**src/hdl/lbf_regs.svh**
```systemverilog
`ifndef LBF_REGS_SVH
`define LBF_REGS_SVH

// ----------------------------------------------------------------
// register map
// ----------------------------------------------------------------
`define LBF_CTRL_ADDR 8'hB7
`define LBF_STAT_ADDR 8'hD7
`define LBF_CTRL_RESET 8'h00
`define LBF_STAT_RESET 4'h0
`define LBF_RDATA_UNMAPPED 8'h00

// ----------------------------------------------------------------
// field layout of the response control byte
// ----------------------------------------------------------------
`define LBF_FIELD_W 2
`define LBF_NUM_FAULTS 4
`define LBF_OUT_OV_LSB 0
`define LBF_OUT_UV_LSB 2
`define LBF_IN_OV_LSB 4
`define LBF_IN_UV_LSB 6

// ----------------------------------------------------------------
// field encodings; the two remaining codes both mean flag only
// ----------------------------------------------------------------
`define LBF_CODE_HICCUP 2'h1
`define LBF_CODE_LATCH 2'h2

// ----------------------------------------------------------------
// voltage status byte bit positions
// ----------------------------------------------------------------
`define LBF_ST_OUT_OV 0
`define LBF_ST_OUT_UV 1
`define LBF_ST_IN_OV 2
`define LBF_ST_IN_UV 3

// ----------------------------------------------------------------
// timing
// ----------------------------------------------------------------
`define LBF_MCLK_HZ 25000000
`define LBF_HICCUP_MS 500
`define LBF_HICCUP_CYCLES ((`LBF_MCLK_HZ / 1000) * `LBF_HICCUP_MS)
`define LBF_HICCUP_CNT_W 24

`endif

```
**src/hdl/lbf_pkg.sv**
```systemverilog
`include "lbf_regs.svh"

package lbf_pkg;

  // response selected for one fault
  typedef enum logic [1:0] {
    LBF_RESP_FLAG,
    LBF_RESP_HICCUP,
    LBF_RESP_LATCH
  } lbf_resp_e;

  // per-fault response state
  typedef enum logic [1:0] {
    LBF_ST_RUN,
    LBF_ST_HICCUP,
    LBF_ST_LATCHED
  } lbf_state_e;

  // map a 2-bit field onto a response; 00 and 11 both flag only
  function automatic lbf_resp_e lbf_decode(input logic [1:0] code);
    lbf_resp_e r;
    r = LBF_RESP_FLAG;
    case (code)
      `LBF_CODE_HICCUP: r = LBF_RESP_HICCUP;
      `LBF_CODE_LATCH: r = LBF_RESP_LATCH;
      default: r = LBF_RESP_FLAG;
    endcase
    return r;
  endfunction

endpackage

```
**src/hdl/lbf_fault_resp.sv**
```systemverilog
`timescale 1ns/1ps
`include "lbf_regs.svh"

module lbf_fault_resp
  import lbf_pkg::*;
#(
  parameter int CNT_W = `LBF_HICCUP_CNT_W,
  parameter int HICCUP_CYCLES = `LBF_HICCUP_CYCLES
) (
  // clock and reset
  input wire logic mclk,
  input wire logic rst_n,
  // fault and selected response
  input wire logic fault,
  input wire lbf_resp_e resp,
  input wire logic restart,
  // switching stop request
  output logic halt
);

  localparam logic [CNT_W-1:0] LAST = CNT_W'(HICCUP_CYCLES - 1);

  // refuse a delay the counter cannot hold
  if (HICCUP_CYCLES < 1 || HICCUP_CYCLES > (2 ** CNT_W)) begin : g_chk
    $error("hiccup delay does not fit the counter");
  end

  typedef struct packed {
    lbf_state_e state;
    logic [CNT_W-1:0] cnt;
    logic halt;
  } lbf_fr_s;

  lbf_fr_s r_reg;
  lbf_fr_s r_next;

  // response state machine
  always_comb begin
    r_next = r_reg;
    case (r_reg.state)
      LBF_ST_RUN: begin
        if (fault && resp == LBF_RESP_HICCUP) begin
          r_next.state = LBF_ST_HICCUP;
          r_next.cnt = '0;
          r_next.halt = 1'b1;
        end else if (fault && resp == LBF_RESP_LATCH) begin
          r_next.state = LBF_ST_LATCHED;
          r_next.halt = 1'b1;
        end
      end
      LBF_ST_HICCUP: begin
        // a returning fault starts the wait over
        if (fault) begin
          r_next.cnt = '0;
        end else if (r_reg.cnt == LAST) begin
          r_next.state = LBF_ST_RUN;
          r_next.cnt = '0;
          r_next.halt = 1'b0;
        end else begin
          r_next.cnt = r_reg.cnt + 1'b1;
        end
      end
      LBF_ST_LATCHED: begin
        // only a pin toggle leaves; a live fault relatches next cycle
        if (restart) begin
          r_next.state = LBF_ST_RUN;
          r_next.halt = 1'b0;
        end
      end
      default: begin
        r_next.state = LBF_ST_RUN;
        r_next.halt = 1'b0;
      end
    endcase
  end

  // state register
  always_ff @(posedge mclk or negedge rst_n) begin
    if (!rst_n) begin
      r_reg <= '{state: LBF_ST_RUN, cnt: '0, halt: 1'b0};
    end else begin
      r_reg <= r_next;
    end
  end

  assign halt = r_reg.halt;
endmodule

```
**src/hdl/lbf_fault_resp_ctrl.sv**
```systemverilog
// Operation
// - The response control byte is eight read/write bits that reset to zero.
// - With the global enable set, each fault takes its response from the byte.
// - With the global enable clear, responses come from the strap setting.
// - Codes 00 and 11 only record the fault and keep switching running.
// - Every fault sets its status bit and pulls the fault flag pin low.
// - Code 01 stops switching and resumes 500 ms after the fault clears.
// - Code 10 stops switching and stays stopped when the fault clears.
// - After latch-off, a toggle of the switching or chip enable pin restarts.
// - Faults are taken from the second-level threshold comparators.
// - Bits 1:0 are output overvoltage, reported in status bit 0.
// - Bits 3:2 are output undervoltage, reported in status bit 1.
// - Bits 5:4 are input overvoltage, reported in status bit 2.
// - Bits 7:6 are input undervoltage with the same encoding.
// - Input undervoltage sets status bit 3 and follows bits 7:6.

`timescale 1ns/1ps
`include "lbf_regs.svh"

module lbf_fault_resp_ctrl
  import lbf_pkg::*;
#(
  parameter int HICCUP_CYCLES = `LBF_HICCUP_CYCLES,
  parameter int CNT_W = `LBF_HICCUP_CNT_W
) (
  // clock and reset
  input wire logic mclk,
  input wire logic rst_n,
  // management bus register access
  input wire logic [7:0] mgmt_addr,
  input wire logic [7:0] mgmt_wdata,
  input wire logic mgmt_wr,
  input wire logic mgmt_rd,
  output logic [7:0] mgmt_rdata,
  // global selection, same clock domain
  input wire logic ind_resp_en,
  input wire logic [7:0] strap_resp,
  // second-level comparator outputs, asynchronous
  input wire logic [3:0] fault_lvl2,
  // enable pins, asynchronous
  input wire logic pwm_en_pin,
  input wire logic chip_en_pin,
  // status and control outputs
  output logic [3:0] volt_status,
  output logic fault_flag_n_pin,
  output logic switching_on
);

  localparam int NF = `LBF_NUM_FAULTS;
  localparam int FW = `LBF_FIELD_W;

  if (NF * FW != 8) begin : g_chk
    $error("fault fields must fill the control byte");
  end

  // ----------------------------------------------------------------
  // state
  // ----------------------------------------------------------------
  typedef struct packed {
    logic [7:0] ctrl;
    logic [3:0] status;
    logic [7:0] rdata;
    logic [3:0] fault_meta;
    logic [3:0] fault_sync;
    logic [1:0] pin_meta;
    logic [1:0] pin_sync;
    logic [1:0] pin_last;
    logic flag_n;
    logic sw_on;
  } lbf_top_s;

  lbf_top_s r_reg;
  lbf_top_s r_next;

  logic [7:0] field_sel;
  lbf_resp_e resp [NF];
  logic [NF-1:0] halt;
  logic restart;
  logic ctrl_wr;
  logic stat_clr_wr;

  // ----------------------------------------------------------------
  // decode and response selection
  // ----------------------------------------------------------------

  // register strobes on exact address match only
  assign ctrl_wr = mgmt_wr && (mgmt_addr == `LBF_CTRL_ADDR);
  assign stat_clr_wr = mgmt_wr && (mgmt_addr == `LBF_STAT_ADDR);

  // global enable picks register fields or strap fields
  assign field_sel = ind_resp_en ? r_reg.ctrl : strap_resp;

  // any edge on either synchronised enable pin counts as a toggle
  assign restart = |(r_reg.pin_sync ^ r_reg.pin_last);

  // ----------------------------------------------------------------
  // per-fault response engines
  // ----------------------------------------------------------------
  // fault index i uses field bits [2i+1:2i] and status bit i, so
  // out-ov, out-uv, in-ov, in-uv land on 1:0, 3:2, 5:4, 7:6
  for (genvar i = 0; i < NF; i++) begin : g_fault
    assign resp[i] = lbf_decode(field_sel[i*FW +: FW]);

    lbf_fault_resp #(
      .CNT_W(CNT_W),
      .HICCUP_CYCLES(HICCUP_CYCLES)
    ) u_resp (
      .mclk(mclk),
      .rst_n(rst_n),
      .fault(r_reg.fault_sync[i]),
      .resp(resp[i]),
      .restart(restart),
      .halt(halt[i])
    );
  end

  // ----------------------------------------------------------------
  // next state
  // ----------------------------------------------------------------
  always_comb begin
    r_next = r_reg;

    // two-stage synchronisers; first stage feeds only the second
    r_next.fault_meta = fault_lvl2;
    r_next.fault_sync = r_reg.fault_meta;
    r_next.pin_meta = {chip_en_pin, pwm_en_pin};
    r_next.pin_sync = r_reg.pin_meta;
    r_next.pin_last = r_reg.pin_sync;

    // control byte write, all eight bits stored
    if (ctrl_wr) begin
      r_next.ctrl = mgmt_wdata;
    end

    // write-one clears status; a fault in the same cycle wins
    r_next.status = r_reg.status;
    if (stat_clr_wr) begin
      r_next.status = r_reg.status & ~mgmt_wdata[3:0];
    end
    r_next.status = r_next.status | r_reg.fault_sync;

    // flag pin follows the status bits, low while any is set
    r_next.flag_n = ~|r_next.status;

    // switching runs while both enables are high and nothing halts
    r_next.sw_on = &r_reg.pin_sync & ~|halt;

    // read data registered; unmapped addresses read zero
    if (mgmt_rd) begin
      case (mgmt_addr)
        `LBF_CTRL_ADDR: r_next.rdata = r_reg.ctrl;
        `LBF_STAT_ADDR: r_next.rdata = {4'h0, r_reg.status};
        default: r_next.rdata = `LBF_RDATA_UNMAPPED;
      endcase
    end
  end

  // ----------------------------------------------------------------
  // registers
  // ----------------------------------------------------------------
  always_ff @(posedge mclk or negedge rst_n) begin
    if (!rst_n) begin
      r_reg.ctrl <= `LBF_CTRL_RESET;
      r_reg.status <= `LBF_STAT_RESET;
      r_reg.rdata <= 8'h00;
      r_reg.fault_meta <= 4'h0;
      r_reg.fault_sync <= 4'h0;
      // pins idle high; resetting to the idle level avoids a false toggle
      r_reg.pin_meta <= 2'h3;
      r_reg.pin_sync <= 2'h3;
      r_reg.pin_last <= 2'h3;
      r_reg.flag_n <= 1'b1;
      r_reg.sw_on <= 1'b0;
    end else begin
      r_reg <= r_next;
    end
  end

  // ----------------------------------------------------------------
  // outputs, straight from flip-flops
  // ----------------------------------------------------------------
  assign mgmt_rdata = r_reg.rdata;
  assign volt_status = r_reg.status;
  assign fault_flag_n_pin = r_reg.flag_n;
  assign switching_on = r_reg.sw_on;
endmodule

```
**config.mk**
```make
export PLATFORM = sky130hd
export DESIGN_NAME = lbf_fault_resp_ctrl
export DESIGN_NICKNAME = d
export VERILOG_FILES = /design/src/hdl/lbf_pkg.sv /design/src/hdl/lbf_fault_resp.sv /design/src/hdl/lbf_fault_resp_ctrl.sv
export VERILOG_INCLUDE_DIRS = /design/src /design/src/hdl
export SDC_FILE = /design/constraint.sdc
export NUM_CORES = 1
export LEC_CHECK = 0
export BUFFER_PORTS_ARGS = -buffer_cell sky130_fd_sc_hd__buf_2
export CAP_MARGIN = 20
export CORE_MARGIN = 2
export CORE_UTILIZATION = 45
export DETAILED_ROUTE_END_ITERATION = 6
export SYNTH_ARGS = -nofsm -noshare
export SYNTH_HDL_FRONTEND = slang
export SYNTH_SLANG_ARGS = --single-unit
export TNS_END_PERCENT = 5
```
**constraint.sdc**
```tcl
create_clock -name mclk -period 1.9 [get_ports mclk]
set_input_delay 0.38 -clock mclk [delete_from_list [all_inputs] [get_ports mclk]]
set_output_delay 0.38 -clock mclk [all_outputs]
set_load 0.05 [all_outputs]
```
==> results of run 1 <==
[critical path, cell delays in order (launching register included)]
cell,delay [ns]
dfrtp_1,0.36
ha_2,0.18
nand4_1,0.12
or4_4,0.53
o21ai_4,0.22
nor2_2,0.11
buf_12,0.15
a22o_1,0.20
[repair_timing]
item                                    CTS  global route
pin swaps                                10            10
buffers inserted                          7             1
cloned                                    2             0
hold buffers                              1             0
resized for setup                        24            23
endpoints found under the hold margin    16             0
endpoints found under the setup margin   79            82
[area by class of cell]
type	instances	area (um2)
multi-input combinational	539	3580
inverter	27	101
tap	216	270
fill	1382	6600
clock inverter	12	135
timing repair buffer	156	1130
clock buffer	20	457
sequential	144	3610
[layer usage]
layer	vias to the layer above	GRT usage	wire [um]
met5	-	0	0
met4	0	0.0725	265
met3	21	0.0521	701
met2	143	0.345	8560
met1	3017	0.289	8370
li1	2954	-	-
[worst paths after layout]
path / to / slack (ns) / depth (start not counted)
min in group asynchronous: g_fault[1].u_resp.r_reg[8] / 0.37 / 2
worst min register to register: r_next[3] / 0.36 / 0
worst max register to register: g_fault[3].u_resp.r_reg[4] / -0.09 / 7
worst max-delay path: g_fault[3].u_resp.r_reg[4] / -0.09 / 7
worst min-delay path: r_next[5] / 0.06 / 1
max in group asynchronous: fault_flag_n_pin / 0.90 / 3
[power by group through the flow]
stage	clock network [uW]	logic [uW]	registers (uW)
after floorplan	0	792	3440
after global placement	0	1330	3460
after detailed placement	0	1370	3470
after CTS	3380	1450	3420
after global routing	3510	1620	3450
final	3320	1480	3420
[metrics by stage]
step                      hold slack [ns]  setup TNS (ns)  power, uW
after global placement              0.239          -0.349       4790
after global routing               0.0401           -3.64       8580
after detailed placement            0.241           -2.59       4840
after CTS                          0.0428          -0.700       8250
after floorplan                    0.0844          -0.594       4230
final                              0.0605           -1.14       8210
[cells by family after synthesis]
group / Yosys count
simple gates: 355
xor+xnor: 69
flops: 144
fa+ha+maj: 4
mux: 11
compound gates: 99
buf+inv: 63
[cell usage in the layout, fill, tap and decap left out, types with 18 or more instances in the layout]
cell and count:
inv_1 27, nor3_1 32, nor2_1 96, nor4_1 18
xnor2_1 39, xor2_1 30, buf_2 47, dfrtp_1 137
buf_4 100, nand2_1 46, nand4_1 30, nand3_1 34
==> key figures, run 1 <==
Layout
  • # diodes: 0
  • Area growth syn-to-layout: 26.8%
  • Finished Cell Area: roughly 0.0093 mm2
  • Non-filler cells, final: 1114
  • Nets: between 900 and 1000
  • Post-layout util: 0.585
  • Share of cells above drive strength 1: 0.286
  • Max reg flops: 104

Logic synthesis
  • Synth top area share: 0.468
  • Synthesized area: between 0.007 and 0.008 mm2
  • Synth Area per Inst: approximately 9.8 um2
  • Area leader, netlist: dfrtp_1
  • Adder-cell share of the synthesized area: 0.00683
  • Most used flip-flop cell after synthesis: dfrtp_1
  • Top post-synthesis cells by area: dfrtp_1 47%, nor2_1 5.1%, xnor2_1 4.7%
  • Syn Nets: 784
  • Compound-gate portion of the synthesized area: 0.0921
  • Ys async rst share: 1.00
  • Synth Area in XOR/XNOR: 0.0825
  • Number of flops mapped to enable cells by yosys: 0
  • Post-synthesis cell type count: 69
  • Most frequent cell after synthesis: dfrtp_1
  • Post-Synth Simple-Gate Area: 0.265
  • Synth cell count leaders: 137 x dfrtp_1, 99 x nor2_1, 46 x nand2_1
  • Register area share after synthesis: 0.493
  • Main combinational cell family by area after synthesis: simple AND/OR/NAND/NOR gates
  • Cell count after synthesis: about 750
  • Mux share of post-synthesis cell area: 0.0169
  • Register bit total from synthesis: 144
  • Synth warn: 0

Status
  • Status: finished, violations left
  • Failing checks: negative setup slack

Timing
  • Max Clk Rate: roughly 0.50 GHz
  • Final worst slack: -0.0897 ns
  • Final period util: 1.05
  • Least-Margin Pin Slew: ~0.66 ns
  • Final setup fails: 24
  • RSZ-0062 raised after global routing: true
  • Period minus WS final: between 1.5 and 2 ns
  • Clk_skew: approximately 0.017 ns
  • Final-report hold violation count: 0
  • Rel. slew slack: 0.558
  • Max-slew violation count: 0

Setup path
  • Worst reg2reg startpoint: g_fault[3].u_resp.r_reg[2]
  • Kind of start point of the critical path: register
  • Crit path from: g_fault[3].u_resp.r_reg[2]
  • Setup CP Type: reg2reg
  • Arrival time at the worst endpoint: around 2.3 ns
  • CP max FO: 8
  • Worst Path Required: 2.21 ns
  • Critical Path End Type: register

Detailed routing
  • Detailed-router iteration count before antenna repair: 5
  • DRC Markers: 0
  • Wirelength, routed: approximately 18000 um
  • Routed len/inst: between 15 and 20 um
  • DR vias/cell: about 5.5
  • 1st-iter DRT viols: 378
  • Routed Antenna Nets: 0
  • Vias: 6135

Power and ir drop
  • Power density over the cells: 885 mW/mm2
  • Pleak: 0.00401 uW
  • Clk pwr share: 0.404
  • Switching share of power: 0.279
  • Internal Dissipation: approximately 5900 uW
  • Worst vdd ir: between 0.7 and 0.8 mV
  • Logic pwr share: 0.180
  • Seq pwr share: 0.417
  • Switch Pwr: between 2000 and 2500 uW

Global routing
  • Grt total ovfl: 0
  • First-pass GRT wire length: a little over 30000 um
  • Global router's overall resource usage: 0.216
  • Vias in the first global route: about 6200
  • Largest net degree at the start of global routing: 64
  • Initial antenna violation count: 0

Placement
  • I/O Buffers: 48
  • DP Worst Slack: -0.124 ns
  • HPWL Detailed: ~12000 um
  • Dpl cells: 1071
  • GPL Wtd Cong: 0.873
  • Cell Area, Placed: approximately 0.0084 mm2

Clock tree
  • CTS H-tree depth: 4
  • CTS sink count: around 140
  • Clk pin slew, worst setup/hold paths: roughly 0.06 ns
  • CTS Buffer Depth: 2
  • CTS tree: yes
  • Num CTS Buffers: 17
  • Root buf cell: clkbuf_16
  • Clk Latency, worst-skew pair: 0.43 ns

Floorplanning
  • Initial core utilization: 0.461
  • Core Region: roughly 0.016 mm2
  • Die Span Y: about 130 um
  • IO Pins: 49
  • Std-Cell Rows: 46
  • Die W: ~130 um
  • Die Area: approximately 0.017 mm2

Job
  • Number of max-cap violations: 0

Min path
  • Worst Hold Class: in2reg
  • Hold Crit Start: chip_en_pin
Note: power is estimated with default switching activity, not from simulation.
==> inputs of run 2 (changes only) <==
- CORE_UTILIZATION: 45 -> 55
- PLACE_DENSITY: default -> 0.76
==> key figures, run 2 (same netlist as run 1, synthesis figures left out) <==
Setup path
  • Max stage delay on crit path: 0.52 ns (about the same)
  • Setup CP Type: reg2reg
  • Kind of start point of the critical path: register
  • Slowest-stage cell, CP: or4_4
  • Critical Path End Type: register
  • Arrival time at the worst endpoint: 2.30 ns (about the same)
  • CP cell instances: ha_2 > nand4_1 > or4_4 > o21ai_4 > buf_6 > o21ai_0 > a22o_1
  • Worst Path Required: 2.21 ns (about the same)
  • CP max FO: 6 (-2)

Detailed routing
  • Detailed-router iteration count before antenna repair: 5 (unchanged)
  • Wirelength, routed: 18200 um (+1.7%)
  • DRC Markers: 0 (unchanged)
  • Vias: 6303 (+2.7%)
  • DR vias/cell: 5.91 (+7.4%)
  • Routed Antenna Nets: 0 (unchanged)
  • Routed len/inst: 17.1 um (+6.3%)
  • 1st-iter DRT viols: 503 (+33%)

Clock tree
  • CTS Buffer Depth: 2 (unchanged)
  • CTS H-tree depth: 4 (unchanged)
  • CTS tree: yes
  • Root buf cell: clkbuf_16
  • CTS sink count: 144 (unchanged)
  • Num CTS Buffers: 17 (unchanged)
  • Clk Latency, worst-skew pair: 0.43 ns (about the same)
  • Clk pin slew, worst setup/hold paths: 0.06 ns (about the same)

Floorplanning
  • Initial core utilization: 0.558 (+0.0964)
  • Die Area: 0.0143 mm2 (-18%)
  • Die Span Y: 119 um (-9.3%)
  • Std-Cell Rows: 42 (-8.7%)
  • IO Pins: 49 (unchanged)
  • Core Region: 0.0131 mm2 (-17%)
  • Die W: 119 um (-9.3%)

Placement
  • DP Worst Slack: -0.105 ns (+0.0190 ns)
  • Cell Area, Placed: 0.00837 mm2 (-0.92%)
  • Dpl cells: 1029 (-3.9%)
  • I/O Buffers: 48 (unchanged)
  • HPWL Detailed: 12300 um (-1.2%)
  • GPL Wtd Cong: 0.899 (+3.0%)

Power and ir drop
  • Pleak: 0.00404 uW (+0.56%)
  • Power density over the cells: 934 mW/mm2 (+5.6%)
  • Design Power: 8650 uW (+5.3%)
  • Worst vdd ir: 0.759 mV (+6.6%)

Layout
  • Fill count: 946 (-32%)
  • Max reg flops: 104 (unchanged)
  • Most frequent cells in the layout: 136 x dfrtp_1, 97 x nor2_1, 90 x buf_4, 47 x buf_2, 46 x nand2_1
  • Area growth syn-to-layout: 26.4%
  • Share of cells above drive strength 1: 0.286 (-0.000477)
  • Most common cell after layout, fill and taps aside: dfrtp_1
  • Finished Cell Area: 0.00926 mm2 (-0.27%)
  • Non-filler cells, final: 1066 (-4.3%)
  • Nets: 915 (-0.97%)

Status
  • Failing checks: negative setup slack
  • Status: finished, violations left

Timing
  • Max-slew violation count: 0 (unchanged)
  • Final worst slack: -0.0852 ns (+0.00446 ns)
  • Final setup fails: 11 (-54%)
  • Final period util: 1.04 (-0.00235)
  • Least-Margin Pin Slew: 0.603 ns (-0.0568 ns)
  • Clk_skew: 0.00805 ns (-0.00883 ns)
  • Rel. slew slack: 0.594 (+0.0358)
  • Max Clk Rate: 0.504 GHz (+0.22%)
  • Period minus WS final: 1.99 ns (-0.00446 ns)
  • RSZ-0062 raised after global routing: true
  • Final-report hold violation count: 0 (unchanged)

Global routing
  • M1 GR Usage: 0.346 (+0.0576)
  • Global router's overall resource usage: 0.264 (+0.0483)
  • Vias in the first global route: 6217 (-0.50%)
  • Largest net degree at the start of global routing: 57 (-11%)
  • Most Used Layer, Global Route: met2
  • Grt total ovfl: 0 (unchanged)
  • Global Route met3 Usage: 0.0474 (-0.00467)
  • Initial antenna violation count: 1 (+1)
  • Met2 usage: 0.429 (+0.0846)
  • First-pass GRT wire length: 29900 um (-1.6%)

Job
  • Number of max-cap violations: 0 (unchanged)

Min path
  • Worst Hold Class: in2reg
run 2: cell types whose count changed in the layout (fill, tap and decap cells not counted), moves of 2 or more:
cell | previous run | this run
a21oi_1 | 17 | 15
buf_4 | 100 | 90
buf_6 | 3 | 5
bufinv_16 | 2 | 5
clkinvlp_4 | 4 | 1
nor4_1 | 18 | 20
nor4_2 | 9 | 7
o21ai_1 | 10 | 7
o21ai_2 | 0 | 2
run 2: timing repair:
action                     in CTS  in global routing
pin swaps                       6                  3
gates resized for setup        22                 32
hold endpoints to repair       50                  0
buffers inserted                1                  0
hold buffers                    1                  0
gates cloned                    1                  1
setup endpoints to repair      53                 88
run 2: path summary, 6_finish.rpt:
check | from | end | slack [ns] | cells after the start
worst max-delay path | g_fault[3].u_resp.r_reg[2] | g_fault[3].u_resp.r_reg[9] | -0.09 | 7
worst min-delay path | chip_en_pin | r_next[5] | 0.05 | 1
worst max register to register | g_fault[3].u_resp.r_reg[2] | g_fault[3].u_resp.r_reg[9] | -0.09 | 7
worst min register to register | r_next[10] | r_reg[10] | 0.35 | 0
max in group asynchronous | rst_n | r_reg[3] | 0.75 | 3
min in group asynchronous | rst_n | g_fault[0].u_resp.r_reg[1] | 0.49 | 2
run 2: layout make-up:
class	count	area [um2]	share of cell area
clock buffer	19	453	0.0489
inverter	27	101	0.0109
antenna	1	2.50	0.000270
clock inverter	13	208	0.0224
tap	176	220	0.0238
timing repair buffer	147	1060	0.114
multi-input combinational	539	3610	0.389
sequential	144	3610	0.390
run 2: through the flow:
stage          TNS, ns  utilization  hold slack [ns]
6_report        -0.549        0.705           0.0477
3_3_place_gp    -0.256        0.637            0.338
3_5_place_dp     -3.39        0.637            0.335
4_1_cts          -1.07        0.695           0.0354
2_1_floorplan   -0.594            -           0.0844
5_1_grt          -3.48        0.705           0.0405
run 2: critical path, delay by kind of cell, from the launching register on:
| family | cells | cell delay [ns] |
|---|---|---|
| AND/OR/NAND/NOR | 2 | 0.63 |
| AO/OA/AOI/OAI | 3 | 0.53 |
| flip-flops | 1 | 0.35 |
| buffers and inverters | 1 | 0.16 |
| adder cells (fa/ha/maj) | 1 | 0.20 |
run 2: routing by layer:
layer / wire length (um) / vias up
met2: 8850 / 202
met4: 488 / 0
met5: 0 / -
met1: 8030 / 3108
li1: - / 2950
met3: 839 / 43
run 2: power by group:
part | switching [uW] | leakage (uW) | internal, uW
combinational | 831 | 0.00181 | 672
clock | 1320 | 0.000324 | 2400
sequential | 175 | 0.00191 | 3250
